<file path="src/rtl/pcc_params.svh">
// Constants for the peak current chopper.
`ifndef PCC_PARAMS_SVH
`define PCC_PARAMS_SVH
`define PCC_DISCHARGE_TICKS 39
`define PCC_OSC_PER_TICK 4
`define PCC_ANALOG_DELAY_NS 100
`define PCC_CLK_PERIOD_NS 100
`define PCC_ANALOG_DELAY_CYC ((`PCC_ANALOG_DELAY_NS + `PCC_CLK_PERIOD_NS - 1) / `PCC_CLK_PERIOD_NS)
`define PCC_DEAD_TIME_NS 200
`define PCC_DEAD_TIME_CYC ((`PCC_DEAD_TIME_NS + `PCC_CLK_PERIOD_NS - 1) / `PCC_CLK_PERIOD_NS)
`define PCC_CNT_W 8
`endif

</file>
<file path="src/rtl/pcc_pkg.sv">
// Types for the peak current chopper.
package pcc_pkg;
    typedef enum logic [2:0] {
        PCC_IDLE,
        PCC_CHARGE,
        PCC_DEAD_TO_BRAKE,
        PCC_DISCHARGE,
        PCC_DELAY,
        PCC_DEAD_TO_DRIVE
    } pcc_state_t;
endpackage : pcc_pkg

</file>
<file path="src/rtl/pcc_peak_current_chopper.sv">
// Peak current chopping controller for a full-bridge driver.
//
// Overview of operation
// - During discharge both bridge outputs are driven low (short brake).
// - Charge ends and discharge starts once sensed current reaches the reference.
// - Discharge lasts 39 internal ticks of 4 oscillator cycles plus a delay.
// - If sensed current is still high at expiry, start another full discharge.
// - If sensed current is low at expiry, charge until it reaches the reference.
// - A reference change mid-discharge never shortens the discharge interval.
// - The oscillator period, set by the timing resistor, scales the interval.
// - Dead time with all transistors off is inserted on each drive/brake change.
`timescale 1ns/1ps
`include "pcc_params.svh"

module pcc_peak_current_chopper
    import pcc_pkg::*;
#(
    parameter int DISCHARGE_TICKS = `PCC_DISCHARGE_TICKS,
    parameter int OSC_PER_TICK = `PCC_OSC_PER_TICK,
    parameter int DELAY_CYC = `PCC_ANALOG_DELAY_CYC,
    parameter int DEAD_CYC = `PCC_DEAD_TIME_CYC
) (
    // Clock from the timing oscillator and reset.
    input wire logic core_clk_in,
    input wire logic arst_n_in,
    // Drive request and polarity.
    input wire logic drive_en_in,
    input wire logic drive_dir_in,
    // Comparator: sensed_current_voltage at or above the reference.
    input wire logic sense_at_limit_in,
    // Bridge gate controls, high side and low side of each half-bridge.
    output logic bridge_output_a_hi_out,
    output logic bridge_output_a_lo_out,
    output logic bridge_output_b_hi_out,
    output logic bridge_output_b_lo_out,
    // Phase status.
    output logic discharge_out
);

    localparam int CW = `PCC_CNT_W;

    // Counters are CW bits wide, so spans beyond them or of zero length are refused.
    if (DISCHARGE_TICKS < 1 || DISCHARGE_TICKS > 255 || OSC_PER_TICK < 1 ||
        OSC_PER_TICK > 255 || DELAY_CYC < 1 || DELAY_CYC > 255 ||
        DEAD_CYC < 1 || DEAD_CYC > 255) begin : g_param_check
        $error("pcc_peak_current_chopper: parameter out of range");
    end

    // Reset release through two flip-flops.
    logic rst_meta_q;
    logic rst_n_q;
    always_ff @(posedge core_clk_in or negedge arst_n_in) begin
        if (!arst_n_in) begin
            rst_meta_q <= 1'b0;
            rst_n_q <= 1'b0;
        end else begin
            rst_meta_q <= 1'b1;
            rst_n_q <= rst_meta_q;
        end
    end

    // Comparator synchroniser; only the second stage is used by logic.
    logic sense_meta_q;
    logic sense_q;
    always_ff @(posedge core_clk_in or negedge rst_n_q) begin
        if (!rst_n_q) begin
            sense_meta_q <= 1'b0;
            sense_q <= 1'b0;
        end else begin
            sense_meta_q <= sense_at_limit_in;
            sense_q <= sense_meta_q;
        end
    end

    // Divide the oscillator clock into internal ticks. The oscillator
    // itself, trimmed by timing_resistor_pin, is what drives core_clk_in,
    // so the discharge time scales with that resistor.
    logic [CW-1:0] div_q;
    logic [CW-1:0] div_d;
    logic tick;
    logic div_clr;
    assign tick = (div_q == CW'(OSC_PER_TICK - 1));
    assign div_d = (div_clr || tick) ? '0 : div_q + 8'h01;

    // Main phase machine.
    pcc_state_t state_q;
    pcc_state_t state_d;
    logic [CW-1:0] cnt_q;
    logic [CW-1:0] cnt_d;
    logic cnt_done;
    logic tick_done;
    logic want_drive;

    assign cnt_done = (cnt_q == 8'h00);
    assign tick_done = tick && (cnt_q == 8'h01);
    assign want_drive = drive_en_in;
    // Restart the divider as each discharge begins so all 39 ticks are whole.
    assign div_clr = (state_q != PCC_DISCHARGE);

    // Dead-time and delay counts load one less than the span, since the load cycle is the first.
    function automatic logic [CW-1:0] span_load(input int span);
        return CW'(span - 1);
    endfunction : span_load

    // Shared decrement for every down-counting phase.
    function automatic logic [CW-1:0] count_down(input logic [CW-1:0] value);
        return value - 8'h01;
    endfunction : count_down

    // Direction is held while charging; a new one is taken only after dead time.
    logic dir_q;
    logic dir_d;
    logic dir_flip;
    assign dir_d = (state_q == PCC_CHARGE) ? dir_q : drive_dir_in;
    assign dir_flip = (drive_dir_in != dir_q);

    always_comb begin
        state_d = state_q;
        cnt_d = cnt_q;
        case (state_q)
            PCC_IDLE: begin
                if (want_drive) begin
                    state_d = PCC_DEAD_TO_DRIVE;
                    cnt_d = span_load(DEAD_CYC);
                end
            end
            PCC_CHARGE: begin
                if (!want_drive || sense_q) begin
                    state_d = PCC_DEAD_TO_BRAKE;
                    cnt_d = span_load(DEAD_CYC);
                end else if (dir_flip) begin
                    // Reversing would swap both legs at once, so all gates rest first.
                    state_d = PCC_DEAD_TO_DRIVE;
                    cnt_d = span_load(DEAD_CYC);
                end
            end
            PCC_DEAD_TO_BRAKE: begin
                if (cnt_done) begin
                    state_d = want_drive ? PCC_DISCHARGE : PCC_IDLE;
                    cnt_d = CW'(DISCHARGE_TICKS);
                end else begin
                    cnt_d = count_down(cnt_q);
                end
            end
            PCC_DISCHARGE: begin
                // Only the tick count or a dropped drive request ends this phase; the comparator is ignored.
                if (!want_drive) begin
                    state_d = PCC_IDLE;
                end else if (tick_done) begin
                    state_d = PCC_DELAY;
                    cnt_d = span_load(DELAY_CYC);
                end else if (tick) begin
                    cnt_d = count_down(cnt_q);
                end
            end
            PCC_DELAY: begin
                if (!want_drive) begin
                    state_d = PCC_IDLE;
                end else if (cnt_done) begin
                    if (sense_q) begin
                        state_d = PCC_DISCHARGE;
                        cnt_d = CW'(DISCHARGE_TICKS);
                    end else begin
                        state_d = PCC_DEAD_TO_DRIVE;
                        cnt_d = span_load(DEAD_CYC);
                    end
                end else begin
                    cnt_d = count_down(cnt_q);
                end
            end
            PCC_DEAD_TO_DRIVE: begin
                if (!want_drive) begin
                    state_d = PCC_IDLE;
                end else if (cnt_done) begin
                    state_d = PCC_CHARGE;
                end else begin
                    cnt_d = count_down(cnt_q);
                end
            end
            default: begin
                state_d = PCC_IDLE;
                cnt_d = '0;
            end
        endcase
    end

    // Output decode: all gates off in dead time and idle, low sides on to brake.
    logic drv_phase;
    logic brk_phase;
    logic a_hi_d;
    logic a_lo_d;
    logic b_hi_d;
    logic b_lo_d;
    assign drv_phase = (state_d == PCC_CHARGE);
    assign brk_phase = (state_d == PCC_DISCHARGE) || (state_d == PCC_DELAY);
    assign a_hi_d = drv_phase && !dir_d;
    assign b_hi_d = drv_phase && dir_d;
    assign a_lo_d = brk_phase || (drv_phase && dir_d);
    assign b_lo_d = brk_phase || (drv_phase && !dir_d);

    // State and registered outputs.
    always_ff @(posedge core_clk_in or negedge rst_n_q) begin
        if (!rst_n_q) begin
            state_q <= PCC_IDLE;
            cnt_q <= '0;
            div_q <= '0;
            bridge_output_a_hi_out <= 1'b0;
            bridge_output_a_lo_out <= 1'b0;
            bridge_output_b_hi_out <= 1'b0;
            bridge_output_b_lo_out <= 1'b0;
            discharge_out <= 1'b0;
            dir_q <= 1'b0;
        end else begin
            state_q <= state_d;
            cnt_q <= cnt_d;
            div_q <= div_d;
            bridge_output_a_hi_out <= a_hi_d;
            bridge_output_a_lo_out <= a_lo_d;
            bridge_output_b_hi_out <= b_hi_d;
            bridge_output_b_lo_out <= b_lo_d;
            discharge_out <= brk_phase;
            dir_q <= dir_d;
        end
    end

endmodule : pcc_peak_current_chopper

</file>
<file path="config.mk">
export PLATFORM = sky130hd
export DESIGN_NAME = pcc_peak_current_chopper
export DESIGN_NICKNAME = d
export VERILOG_FILES = /design/src/rtl/pcc_pkg.sv /design/src/rtl/pcc_peak_current_chopper.sv
export VERILOG_INCLUDE_DIRS = /design/src /design/src/rtl
export SDC_FILE = /design/constraint.sdc
export NUM_CORES = 1
export LEC_CHECK = 0
export ABC_AREA = 1
export BUFFER_PORTS_ARGS = -buffer_cell sky130_fd_sc_hd__buf_2
export CORE_MARGIN = 4
export CORE_UTILIZATION = 45
export DETAILED_ROUTE_END_ITERATION = 10
export SYNTH_ARGS = -nofsm -noshare
export SYNTH_HDL_FRONTEND = slang
export SYNTH_SLANG_ARGS = --single-unit
</file>
<file path="constraint.sdc">
create_clock -name core_clk_in -period 1 [get_ports core_clk_in]
set_input_delay 0.1 -clock core_clk_in [delete_from_list [all_inputs] [get_ports core_clk_in]]
set_output_delay 0.1 -clock core_clk_in [all_outputs]
set_load 0.02 [all_outputs]
</file>
Yosys cells after proc, flatten, opt, wreduce, memory -nomap -nowiden
Index checks and enable logic that the tools add are counted.

Bits of input ports: 5. Register bits: 29. Output and inout bits: 5.

Equality and inequality tests: 19. Add/subtract/negate cells: 2. Mux-type cells: 28. Reductions and logical operators: 13.

Operators by type and width (number): $mux W8 (12); $pmux W8 S6 (1); $mux W3 (11); $pmux W3 S6 (1); $ne A2 B2 Y1 const B (5); $eq A3 B2 Y1 const B (3); $eq A3 B3 Y1 const B (3); $add A8 B1 Y8 const B (1); $eq A8 B1 Y1 const B (1); $eq A8 B2 Y1 const B (1); $logic_not A8 Y1 (1); $sub A8 B1 Y8 const B (1); $reduce_and A7 Y1 (1); $eq A3 B1 Y1 const B (2); $mux W6 (1); $ne A3 B2 Y1 const B (2); $logic_or A1 B1 Y1 (5); $logic_and A1 B1 Y1 (3); $logic_not A3 Y1 (1); $ne A3 B3 Y1 const B (1); $logic_not A1 Y1 (2); $mux W2 (1); $mux W1 (1); $ne A1 B1 Y1 (1).

Depth between registers and ports, before layout
Gate-level depths: netlist of run 1.

Depth after elaboration: 8. Mapped depth: 11.

Worst setup path after synthesis of run 1
Ideal clock, no wire load.

Path type: flip-flop to flip-flop. From: register cnt_q[0]. To: register bridge_output_a_lo_out. Setup slack: -0.531 ns. Arrival: 1.411 ns. Period minus slack after synthesis: 1.531 ns. Library setup time: 0.120 ns. Stages on the path, launching flop included: 12. Cell sequence: dfrtp_1 > inv_1 > ha_1 > nand2_2 > nor2_8 > nand2_1 > nand3_1 > nand3_2 > inv_1 > nand2_1 > nand2_1 > nand2_1.

Longest elaborated chain between the ends: 8.

RTL lines: start: declaration (RTL line pcc_peak_current_chopper.sv:88) `logic [CW-1:0] cnt_q;`; start signal: assignment (RTL line pcc_peak_current_chopper.sv:215) `cnt_q <= cnt_d;`; $eq A8 B1 Y1 (RTL line pcc_peak_current_chopper.sv:95) `assign tick_done = tick && (cnt_q == 8'h01);`; $logic_and A1 B1 Y1 (RTL line pcc_peak_current_chopper.sv:95); $mux W3 (RTL line pcc_peak_current_chopper.sv:149) `end else if (tick_done) begin`; $mux W3 (RTL line pcc_peak_current_chopper.sv:147) `if (!want_drive) begin`; $pmux W3 S6 (*) (RTL line pcc_peak_current_chopper.sv:120) `case (state_q)`; named net state_d[0] (RTL line pcc_peak_current_chopper.sv:87) `pcc_state_t state_d;`; $eq A3 B2 Y1, or another cell as far along (RTL line pcc_peak_current_chopper.sv:195) `assign brk_phase = (state_d == PCC_DISCHARGE) || (state_d == PCC_DELAY);`; $logic_or A1 B1 Y1 or $logic_and A1 B1 Y1 (tied branches) (RTL line pcc_peak_current_chopper.sv:195, pcc_peak_current_chopper.sv:198); $logic_or A1 B1 Y1 (*) (RTL line pcc_peak_current_chopper.sv:198) `assign a_lo_d = brk_phase || (drv_phase && dir_d);`; named net a_lo_d (RTL line pcc_peak_current_chopper.sv:191) `logic a_lo_d;`; end signal: assignment (RTL line pcc_peak_current_chopper.sv:218) `bridge_output_a_lo_out <= a_lo_d;`; end: declaration (RTL line pcc_peak_current_chopper.sv:33) `output logic bridge_output_a_lo_out,`.

Mark *: on every way through the listed nets, which the timed path passes. The rest lies on a longest branch. A chain may end at the register's enable or synchronous reset.

Worst setup path after layout of run 1
From: register cnt_q[0]. To: register state_q[1].

Longest elaborated chain between the ends: 5.

RTL lines: $eq A8 B1 Y1 (RTL line pcc_peak_current_chopper.sv:95); $logic_and A1 B1 Y1 (RTL line pcc_peak_current_chopper.sv:95); $mux W3 (RTL line pcc_peak_current_chopper.sv:149); $mux W3 (RTL line pcc_peak_current_chopper.sv:147); $pmux W3 S6 (*) (RTL line pcc_peak_current_chopper.sv:120); named net state_d[1] (RTL line pcc_peak_current_chopper.sv:87); end signal: assignment (RTL line pcc_peak_current_chopper.sv:214) `state_q <= state_d;`; end: declaration (RTL line pcc_peak_current_chopper.sv:86) `pcc_state_t state_q;`.

Marked as above.

==> results of run 1 <==
==> worst paths after layout <==
| check | endpoint | cells past startpoint |
|---|---|---|
| worst min register to register | div_q[7] | 1 |
| worst min-delay path | rst_n_q | 2 |
| worst max-delay path | state_q[1] | 10 |
| worst max register to register | state_q[1] | 10 |
| min in group core_clk_in | bridge_output_a_hi_out | 6 |
| max in group asynchronous | state_q[0] | 1 |
==> repair_timing <==
item,4_1_cts,5_1_grt
setup buffers,8,9
resized for setup,41,36
endpoints found under the setup margin,25,25
hold buffers,2,0
pin swaps,18,19
hold endpoints to repair,3,0
==> per-stage QoR <==
stage	cells	TNS, ns	setup WS [ns]
finish	348	-10.74	-0.5916
detailed placement	323	-10.56	-0.6551
floorplan	223	-6.073	-0.4127
global placement	323	-9.906	-0.6028
global route	348	-12.59	-0.6858
CTS	339	-9.618	-0.5276
==> power by group through the flow <==
stage	clock network, W	logic, W	registers, W
3_3_place_gp	0	0.00395	0.00169
4_1_cts	0.00119	0.00456	0.00170
6_report	0.00118	0.00524	0.00174
5_1_grt	0.00125	0.00577	0.00177
2_1_floorplan	0	0.00228	0.00185
3_5_place_dp	0	0.00399	0.00170
==> synth_stat cells (all sizes together) <==
cell type	n
ha	3
xnor2	1
conb	1
a211oi	2
and3	2
dfrtp	29
o31ai	1
nor3	3
xor2	5
nor2	30
nand3	18
o21a	1
nand4	4
inv	35
o21ai	17
nand2	62
a21oi	9
==> per-layer routing <==
| layer | vias up | track usage (%) | wire [um] |
|---|---|---|---|
| met5 | - | 0 | 0 |
| met4 | 0 | 8.516 | 148 |
| met3 | 16 | 5.511 | 163 |
| met2 | 43 | 37.07 | 2356 |
| met1 | 822 | 27.58 | 2001 |
| li1 | 864 | - | - |
==> layout make-up <==
cell class	count	area, um2	share of cell area [%]
inverter	35	136.4	5.110
sequential	29	726.9	27.24
clock inverter	2	35.03	1.313
multi-input combinational	159	1087	40.74
clock buffer	5	68.82	2.579
tap	46	57.56	2.157
timing repair buffer	72	556.8	20.86
==> cell families after synthesis <==
logic type                 count (synthesis)  synth area share [%]
buffers and inverters                     35                 7.889
and+or+nand+nor                          119                 32.38
AOI/OAI and AO/OA                         30                 10.52
other                                      1                0.2252
adders and majority gates                  3                 2.254
xor gates and xnor gates                   6                 3.155
DFF                                       29                 43.58
==> worst reg2reg max path, stage by stage (launching register included) <==
cell and delay (ns):
dfrtp_1 0.41, inv_2 0.09, ha_4 0.16, nand2_4 0.08, nor2_8 0.19, inv_2 0.08
a21oi_2 0.14, nand2_2 0.11, buf_6 0.13, buf_6 0.10, inv_2 0.03
==> results.cfg, run 1 <==
[critical_path]
slowest_delay_ns = 0.41
startpoint = cnt_q[0]
critPathLaunchType = flip-flop
critical_path_arrival_ns = 1.82
crit_fanout = 7
worstSetupPathType = reg -> reg
crit_top_cell = inv_2
cpLargestDelayFamily = buffers and inverters
slowest_stage = dfrtp_1
r2r_setup_slack_ns = -0.59
crit_buf_inv = 5
worstReg2RegStart = cnt_q[0]
path_cells = inv_2 -> ha_4 -> nand2_4 -> nor2_8 -> inv_2 -> a21oi_2 -> nand2_2 -> buf_6 -> buf_6 -> inv_2
cp.required_ns = 1.23
cp-end-kind = flip-flop

[status]
failed_checks = negative setup slack
outcome = complete, but fails checks

[placement]
place.gp.congestion = 0.9428
place_area_um2 = 2150
hpwlAfterDp_um = 3029
portBuffers = 9

[power_and_ir_drop]
leakagePower_nw = 1.391
switching_power_w = 0.003578
p_comb_share_pct = 64.2
seqPwrFrac_pct = 21.3
clkPwrFrac_pct = 14.5
netSwitchingFraction_pct = 43.84
power-per-cell-area_nw_per_um2 = 3058
peakVddDrop_mv = 2.116
p_int_w = 0.004584
totalPowerFinal_w = 0.008162

[cells_and_area]
reg.largest.list = cnt_q (8), div_q (8), state_q (3)
mostFrequentLayoutCells = buf_4 (52), nand2_1 (41), dfrtp_1 (28)
drive_gt1_share_pct = 51.66
design_area_um2 = 2669
final_common_cell = buf_4
finalNetCount = 310
n_antenna_cell = 0
syn_to_final_growth_pct = 60.26
fillCellCount = 237
post-route-util_pct = 77.54

[logic_synthesis]
synth_cell_type_count = 26
syn-mean-instance-area_um2 = 7.468
synth-seq-cells = 29
yosysWarnings = 0
synth_top_cell_area_share_pct = 43.58
synth.net_count = 231
netlist_area_um2 = 1665
synth_area_leaders = dfrtp_1 (44%), nand2_1 (13%), inv_1 (6.1%)
syn_inst = 223
yosysSeqAreaShare_pct = 43.58
synth_top_area_cell = dfrtp_1

[min_path]
hold_path_class = in -> async

[sta]
fmax_ghz = 0.6283
setup_ws_ns = -0.5916
whs_ns = 0.1284
rsz0062_at_grt = true
period_needed_ns = 1.592
period_share_pct = 159.2
setup_viol = 25
hold_viol = 0
drv_slew = 0
fin_skew_ns = 0.003700

[die]
dieArea_um2 = 4738
die_w_um = 68.84
design.core.area_um2 = 3442
rows = 21
start_util_pct = 48.38
dieHeight_um = 68.84
io_pins = 10

[global_route]
grt_util_all_layers_pct = 22.21
antenna_found_initial = 0
grt_max_degree = 28
grt_pass1_wl_um = 7728
grt.overflow.total = 0
grt_pass1_vias = 1745

[clock_tree]
root_buffer = clkbuf_8
clockBufferDepth = 2
cts.reportedPaths.clkPinSlew_ns = 0.06
htree_levels = 2
clock_sinks = 29
cts_buffers = 5
clkLatencyLatePin_ns = 0.28
tritoncts = built

[flow_run]
maxCapViolations = 0

[detailed_routing]
route.detailed.drc = 0
avgViaCountPerCell = 5.014
antenna_left = 0
num_vias = 1745
wl_per_cell_um = 13.42
drtIter0Drc = 117
drt-total-wl_um = 4669
first_pass_iters = 4
Note: power is estimated with default switching activity, not from simulation.
==> run 2: changes to the inputs <==
--- a/config.mk
+++ b/config.mk
@@ -6,7 +6,6 @@
 export SDC_FILE = /design/constraint.sdc
 export NUM_CORES = 1
 export LEC_CHECK = 0
-export ABC_AREA = 1
 export BUFFER_PORTS_ARGS = -buffer_cell sky130_fd_sc_hd__buf_2
 export CORE_MARGIN = 4
 export CORE_UTILIZATION = 45
==> run 2 against run 1 <==
Net effect:
- the flow still finishes with violations (negative setup slack)
- setup slack lost 0.65 ns
- combinational power is 16% lower
- die area decreased by 1.1%
- largest power group unchanged
- highest routed layer unchanged
==> results.cfg, run 2 <==
[logic_synthesis]
ys.flop_type = dfrtp_1
yosys-top-cells-count = dfrtp_1 (29), nor2_1 (15), inv_1 (10), nand3_1 (9), o21ai_0 (7)
synth_cell_type_count = 50
synth_top_area_cell = dfrtp_1
synth.net_count = 178
synth_top_cell_area_share_pct = 44.14
yosysMostFrequentCell = dfrtp_1
synthArstFlopShare_pct = 100.0
yosysWarnings = 0
synth_edf_count = 0
syn_inst = 170
synth_area_leaders = dfrtp_1 (44%), nor2_1 (3.4%), nand3_1 (2.7%)
synth-seq-cells = 29
netlist_area_um2 = 1644
syn-mean-instance-area_um2 = 9.671
yosysSeqAreaShare_pct = 44.14

[min_path]
hold_path_class = in -> reg

[cells_and_area]
reg.largest.list = cnt_q (8), div_q (8), state_q (3)
final_common_cell = buf_4
design_area_um2 = 2587
post-route-util_pct = 75.17
syn_to_final_growth_pct = 57.38
finalNetCount = 253
fillCellCount = 216
drive_gt1_share_pct = 51.22
mostFrequentLayoutCells = buf_4 (54), dfrtp_1 (29), nor2_1 (13)
n_antenna_cell = 0

[die]
dieArea_um2 = 4685
die_w_um = 68.45
rows = 21
design.core.area_um2 = 3442
dieHeight_um = 68.45
start_util_pct = 47.76
io_pins = 10

[sta]
period_needed_ns = 2.241
setup_ws_ns = -1.241
drv_slew = 0
fin_skew_ns = 0.007970
setup_viol = 25
period_share_pct = 224.1
rsz0062_at_grt = true
hold_viol = 0
fmax_ghz = 0.4462

[global_route]
grt.overflow.total = 0
antenna_found_initial = 0
grt_pass1_vias = 1707
grt_util_all_layers_pct = 22.46
grt_max_degree = 28
grt_pass1_wl_um = 7728

[status]
outcome = complete, but fails checks
failed_checks = negative setup slack

[critical_path]
critPathLaunchType = flip-flop
cp.required_ns = 1.15
cp-end-kind = flip-flop
critical_path_arrival_ns = 2.40
worstSetupPathType = reg -> reg
crit_fanout = 4

[placement]
hpwlAfterDp_um = 3133
place.gp.congestion = 1.012
portBuffers = 9
post-place-ws_ns = -1.283
place_area_um2 = 2158

[detailed_routing]
first_pass_iters = 4
route.detailed.drc = 0
num_vias = 1630
drt-total-wl_um = 4669
drtIter0Drc = 101
wl_per_cell_um = 15.99
antenna_left = 0
avgViaCountPerCell = 5.582

[power_and_ir_drop]
peakVddDrop_mv = 1.942
power-per-cell-area_nw_per_um2 = 2754
leakagePower_nw = 1.152

[clock_tree]
root_buffer = clkbuf_8
tritoncts = built
clkLatencyLatePin_ns = 0.29
htree_levels = 2
cts.reportedPaths.clkPinSlew_ns = 0.06
clock_sinks = 29
clockBufferDepth = 2
cts_buffers = 5

[flow_run]
maxCapViolations = 0
-- run 2: path summary, 6_finish.rpt --
| check | endpoint | slack (ns) | cells after the start | start |
|---|---|---|---|---|
| setup / recovery | bridge_output_b_lo_out | -1.24 | 7 | div_q[0] |
| hold / removal | dir_q | 0.12 | 3 | drive_dir_in |
| setup reg to reg | bridge_output_b_lo_out | -1.24 | 7 | div_q[0] |
| hold reg to reg | cnt_q[2] | 0.24 | 1 | rst_n_q |
| max in group asynchronous | discharge_out | 0.51 | 1 | rst_n_q |
| min in group asynchronous | rst_meta_q | 0.14 | 2 | arst_n_in |
-- run 2: cell families (layout without fill, tap and decap cells) --
family | after synthesis | after routing | share of synthesized area [%]
other | 1 | 1 | 0.2281
AOI/OAI and AO/OA | 45 | 45 | 20.93
and+or+nand+nor | 64 | 64 | 22.22
buffers and inverters | 17 | 93 | 4.033
muxes | 3 | 3 | 1.903
xor gates and xnor gates | 8 | 8 | 4.262
adders and majority gates | 3 | 3 | 2.283
DFF | 29 | 29 | 44.14
-- run 2: stage by stage --
stage | setup TNS, ns | instances | total power (W) | hold slack (ns)
finish | -23.86 | 292 | 0.007125 | 0.1191
floorplan | -20.01 | 170 | 0.003745 | -0.1956
detailed placement | -23.53 | 271 | 0.004995 | -0.1122
global placement | -23.14 | 271 | 0.004933 | -0.1159
CTS | -22.55 | 287 | 0.006671 | 0.1209
global route | -25.85 | 292 | 0.007557 | 0.1475
-- run 2: cell type report --
cell class / count / area [um2] / share of cell area (%)
inverter: 11 / 41.29 / 1.596
clock buffer: 7 / 96.34 / 3.723
sequential: 29 / 725.7 / 28.05
clock inverter: 1 / 5.005 / 0.1934
timing repair buffer: 74 / 571.8 / 22.10
tap: 46 / 57.56 / 2.224
multi-input combinational: 124 / 1090 / 42.12
-- run 2: per-layer routing --
metal / GRT usage (%) / wire (um) / vias to the layer above
li1: - / - / 779
met1: 26.03 / 1988 / 819
met3: 4.762 / 161 / 7
met5: 0 / 0 / -
met2: 39.69 / 2458 / 25
met4: 9.181 / 61 / 0
-- run 2: where the power goes --
part,internal [W],switching (W)
sequential,0.00146,0.000170
combinational,0.00218,0.00223
clock,0.000621,0.000468
-- run 2: timing repair --
| item | in CTS | in global routing |
|---|---|---|
| gates resized for setup | 36 | 15 |
| hold endpoints to repair | 3 | 0 |
| hold buffers | 2 | 0 |
| setup endpoints to repair | 25 | 25 |
| pin swaps | 15 | 11 |
| setup buffers | 6 | 5 |
-- run 2: critical path, cell delays in order, from the launching register on --
cell and delay [ns]:
dfrtp_1 0.35, ha_2 0.19, or3b_4 0.38, or4_4 0.59, buf_4 0.17, o221ai_4 0.18, a21o_4 0.16, o221ai_1 0.10
==> run 3: changes to the inputs <==
--- a/config.mk
+++ b/config.mk
@@ -10,6 +10,7 @@
 export CORE_MARGIN = 4
 export CORE_UTILIZATION = 45
 export DETAILED_ROUTE_END_ITERATION = 10
+export GPL_TIMING_DRIVEN = 0
 export SYNTH_ARGS = -nofsm -noshare
 export SYNTH_HDL_FRONTEND = slang
 export SYNTH_SLANG_ARGS = --single-unit
==> run 3 against run 2 <==
Net effect:
- the flow still finishes with violations (negative setup slack)
- global-route usage down 4.1 points
- utilization is 8.7 points lower
- wire length fell by 16%
- sequential power grew 7%
- clock power fell by 8%
- non-clock buffer count decreased by 37
- cell count down 13%
- setup slack got worse by 0.032 ns
==> results.cfg, run 3 (synthesized netlist as in run 2, its figures left out) <==
[clock_tree]
clock_sinks = 29
cts_buffers = 5
clockBufferDepth = 2
htree_levels = 2
tritoncts = built
clkLatencyLatePin_ns = 0.28
cts.reportedPaths.clkPinSlew_ns = 0.07
root_buffer = clkbuf_8

[die]
dieArea_um2 = 4685
rows = 21
die_w_um = 68.45
design.core.area_um2 = 3442
start_util_pct = 47.76
dieHeight_um = 68.45
io_pins = 10

[global_route]
grt_max_degree = 28
grt_util_met3_pct = 4.762
grt_pass1_wl_um = 6410
grt_util_met2_pct = 29.32
met1_usage_pct = 23.78
grt_pass1_vias = 1384
grt_most_used_layer = met2
antenna_found_initial = 0
grt_util_all_layers_pct = 18.36
grt.overflow.total = 0

[detailed_routing]
first_pass_iters = 4
avgViaCountPerCell = 5.671
drtIter0Drc = 86
num_vias = 1446
drt-total-wl_um = 3925
antenna_left = 0
route.detailed.drc = 0
wl_per_cell_um = 15.39

[cells_and_area]
post-route-util_pct = 66.48
multi_input_area_um2 = 1076
mostFrequentLayoutCells = dfrtp_1 (26), buf_4 (20), buf_2 (9)
fillCellCount = 283
drive_gt1_share_pct = 45.93
seq_area_um2 = 729.5
final_common_cell = dfrtp_1
instances_no_fill = 255
n_antenna_cell = 0
syn_to_final_growth_pct = 39.19
reg.largest.list = cnt_q (8), div_q (8), state_q (3)
finalNetCount = 216

[placement]
hpwlAfterDp_um = 2598
dp.cells = 224
portBuffers = 8
place.gp.congestion = 0.8883
post-place-ws_ns = -1.463

[sta]
slew_headroom_pct = 58.16
period_share_pct = 227.3
fmax_ghz = 0.4400
period_needed_ns = 2.273
fin_skew_ns = 0.008568
drv_slew = 0
setup_viol = 25
tightest_slew_ns = 0.6264
whs_ns = 0.1155
rsz0062_at_grt = true
hold_viol = 0
setup_ws_ns = -1.273

[status]
failed_checks = negative setup slack
outcome = complete, but fails checks

[critical_path]
rr_worst_depth = 6
critPathLaunchType = flip-flop
critical_path_arrival_ns = 2.47
cp-end-kind = flip-flop
crit_fanout = 4
cp.required_ns = 1.20
worstSetupPathType = reg -> reg

[power_and_ir_drop]
power-per-cell-area_nw_per_um2 = 2698
peakVddDrop_mv = 1.557
leakagePower_nw = 0.9537

[flow_run]
maxCapViolations = 0

[min_path]
hold_path_class = in -> async
run 3: cell count changes in the layout (fill, tap and decap cells not counted), moves of 3 or more:
| cell | before | now |
|---|---|---|
| a211oi_1 | 0 | 4 |
| dfrtp_2 | 0 | 3 |
| buf_6 | 9 | 3 |
| a211oi_2 | 4 | 0 |
| dfrtp_1 | 29 | 26 |
| nor2_1 | 13 | 5 |
| nor2_2 | 0 | 5 |
| nor2_4 | 2 | 5 |
| buf_4 | 54 | 20 |
run 3: area by class of cell:
| cell class | instances | area share (%) |
|---|---|---|
| timing repair buffer | 32 | 10.50 |
| inverter | 11 | 1.968 |
| tap | 46 | 2.515 |
| clock inverter | 2 | 0.6014 |
| buffer | 5 | 1.914 |
| sequential | 29 | 31.88 |
| multi-input combinational | 124 | 47.02 |
| clock buffer | 6 | 3.609 |
run 3: path summary, 6_finish.rpt:
| check | slack (ns) | end | start |
|---|---|---|---|
| setup / recovery | -1.27 | bridge_output_a_hi_out | cnt_q[5] |
| hold / removal | 0.12 | rst_meta_q | arst_n_in |
| setup reg to reg | -1.27 | bridge_output_a_hi_out | cnt_q[5] |
| hold reg to reg | 0.28 | div_q[0] | rst_n_q |
| max in group asynchronous | 0.29 | state_q[2] | rst_n_q |
| min in group core_clk_in | 0.16 | dir_q | drive_dir_in |
run 3: repair_timing:
item / in CTS / in global routing
hold buffers: 2 / 0
resized for setup: 22 / 42
endpoints found under the hold margin: 3 / 0
setup buffers: 12 / 11
endpoints found under the setup margin: 52 / 25
pin swaps: 9 / 14
run 3: metal layers:
layer	vias up	part of all wire (%)
met3	9	3.8
li1	701	-
met5	-	0
met2	29	49
met4	0	1.8
met1	707	45
run 3: power by group:
part           switching, W  total [W]  leakage, nW  internal (W)
clock network      0.000443   0.000999       0.0512      0.000556
registers          0.000286    0.00175        0.376       0.00146
logic               0.00182    0.00343        0.527       0.00160
total               0.00255    0.00617        0.954       0.00362
run 3: stage by stage:
stage | total power [W] | area (um2) | setup TNS (ns)
final | 0.006173 | 2288 | -22.87
after global routing | 0.006639 | 2288 | -24.97
after CTS | 0.005642 | 2083 | -22.57
after detailed placement | 0.004312 | 1807 | -30.70
after global placement | 0.004272 | 1807 | -28.81
after floorplan | 0.003745 | 1709 | -20.01
run 3: worst max-delay path, cell delays in order (launching register included):
cell and delay [ns]:
dfrtp_1 0.37, or4_4 0.57, or4_4 0.61, and2_4 0.17
o2111ai_4 0.26, inv_2 0.09, nor3_2 0.11
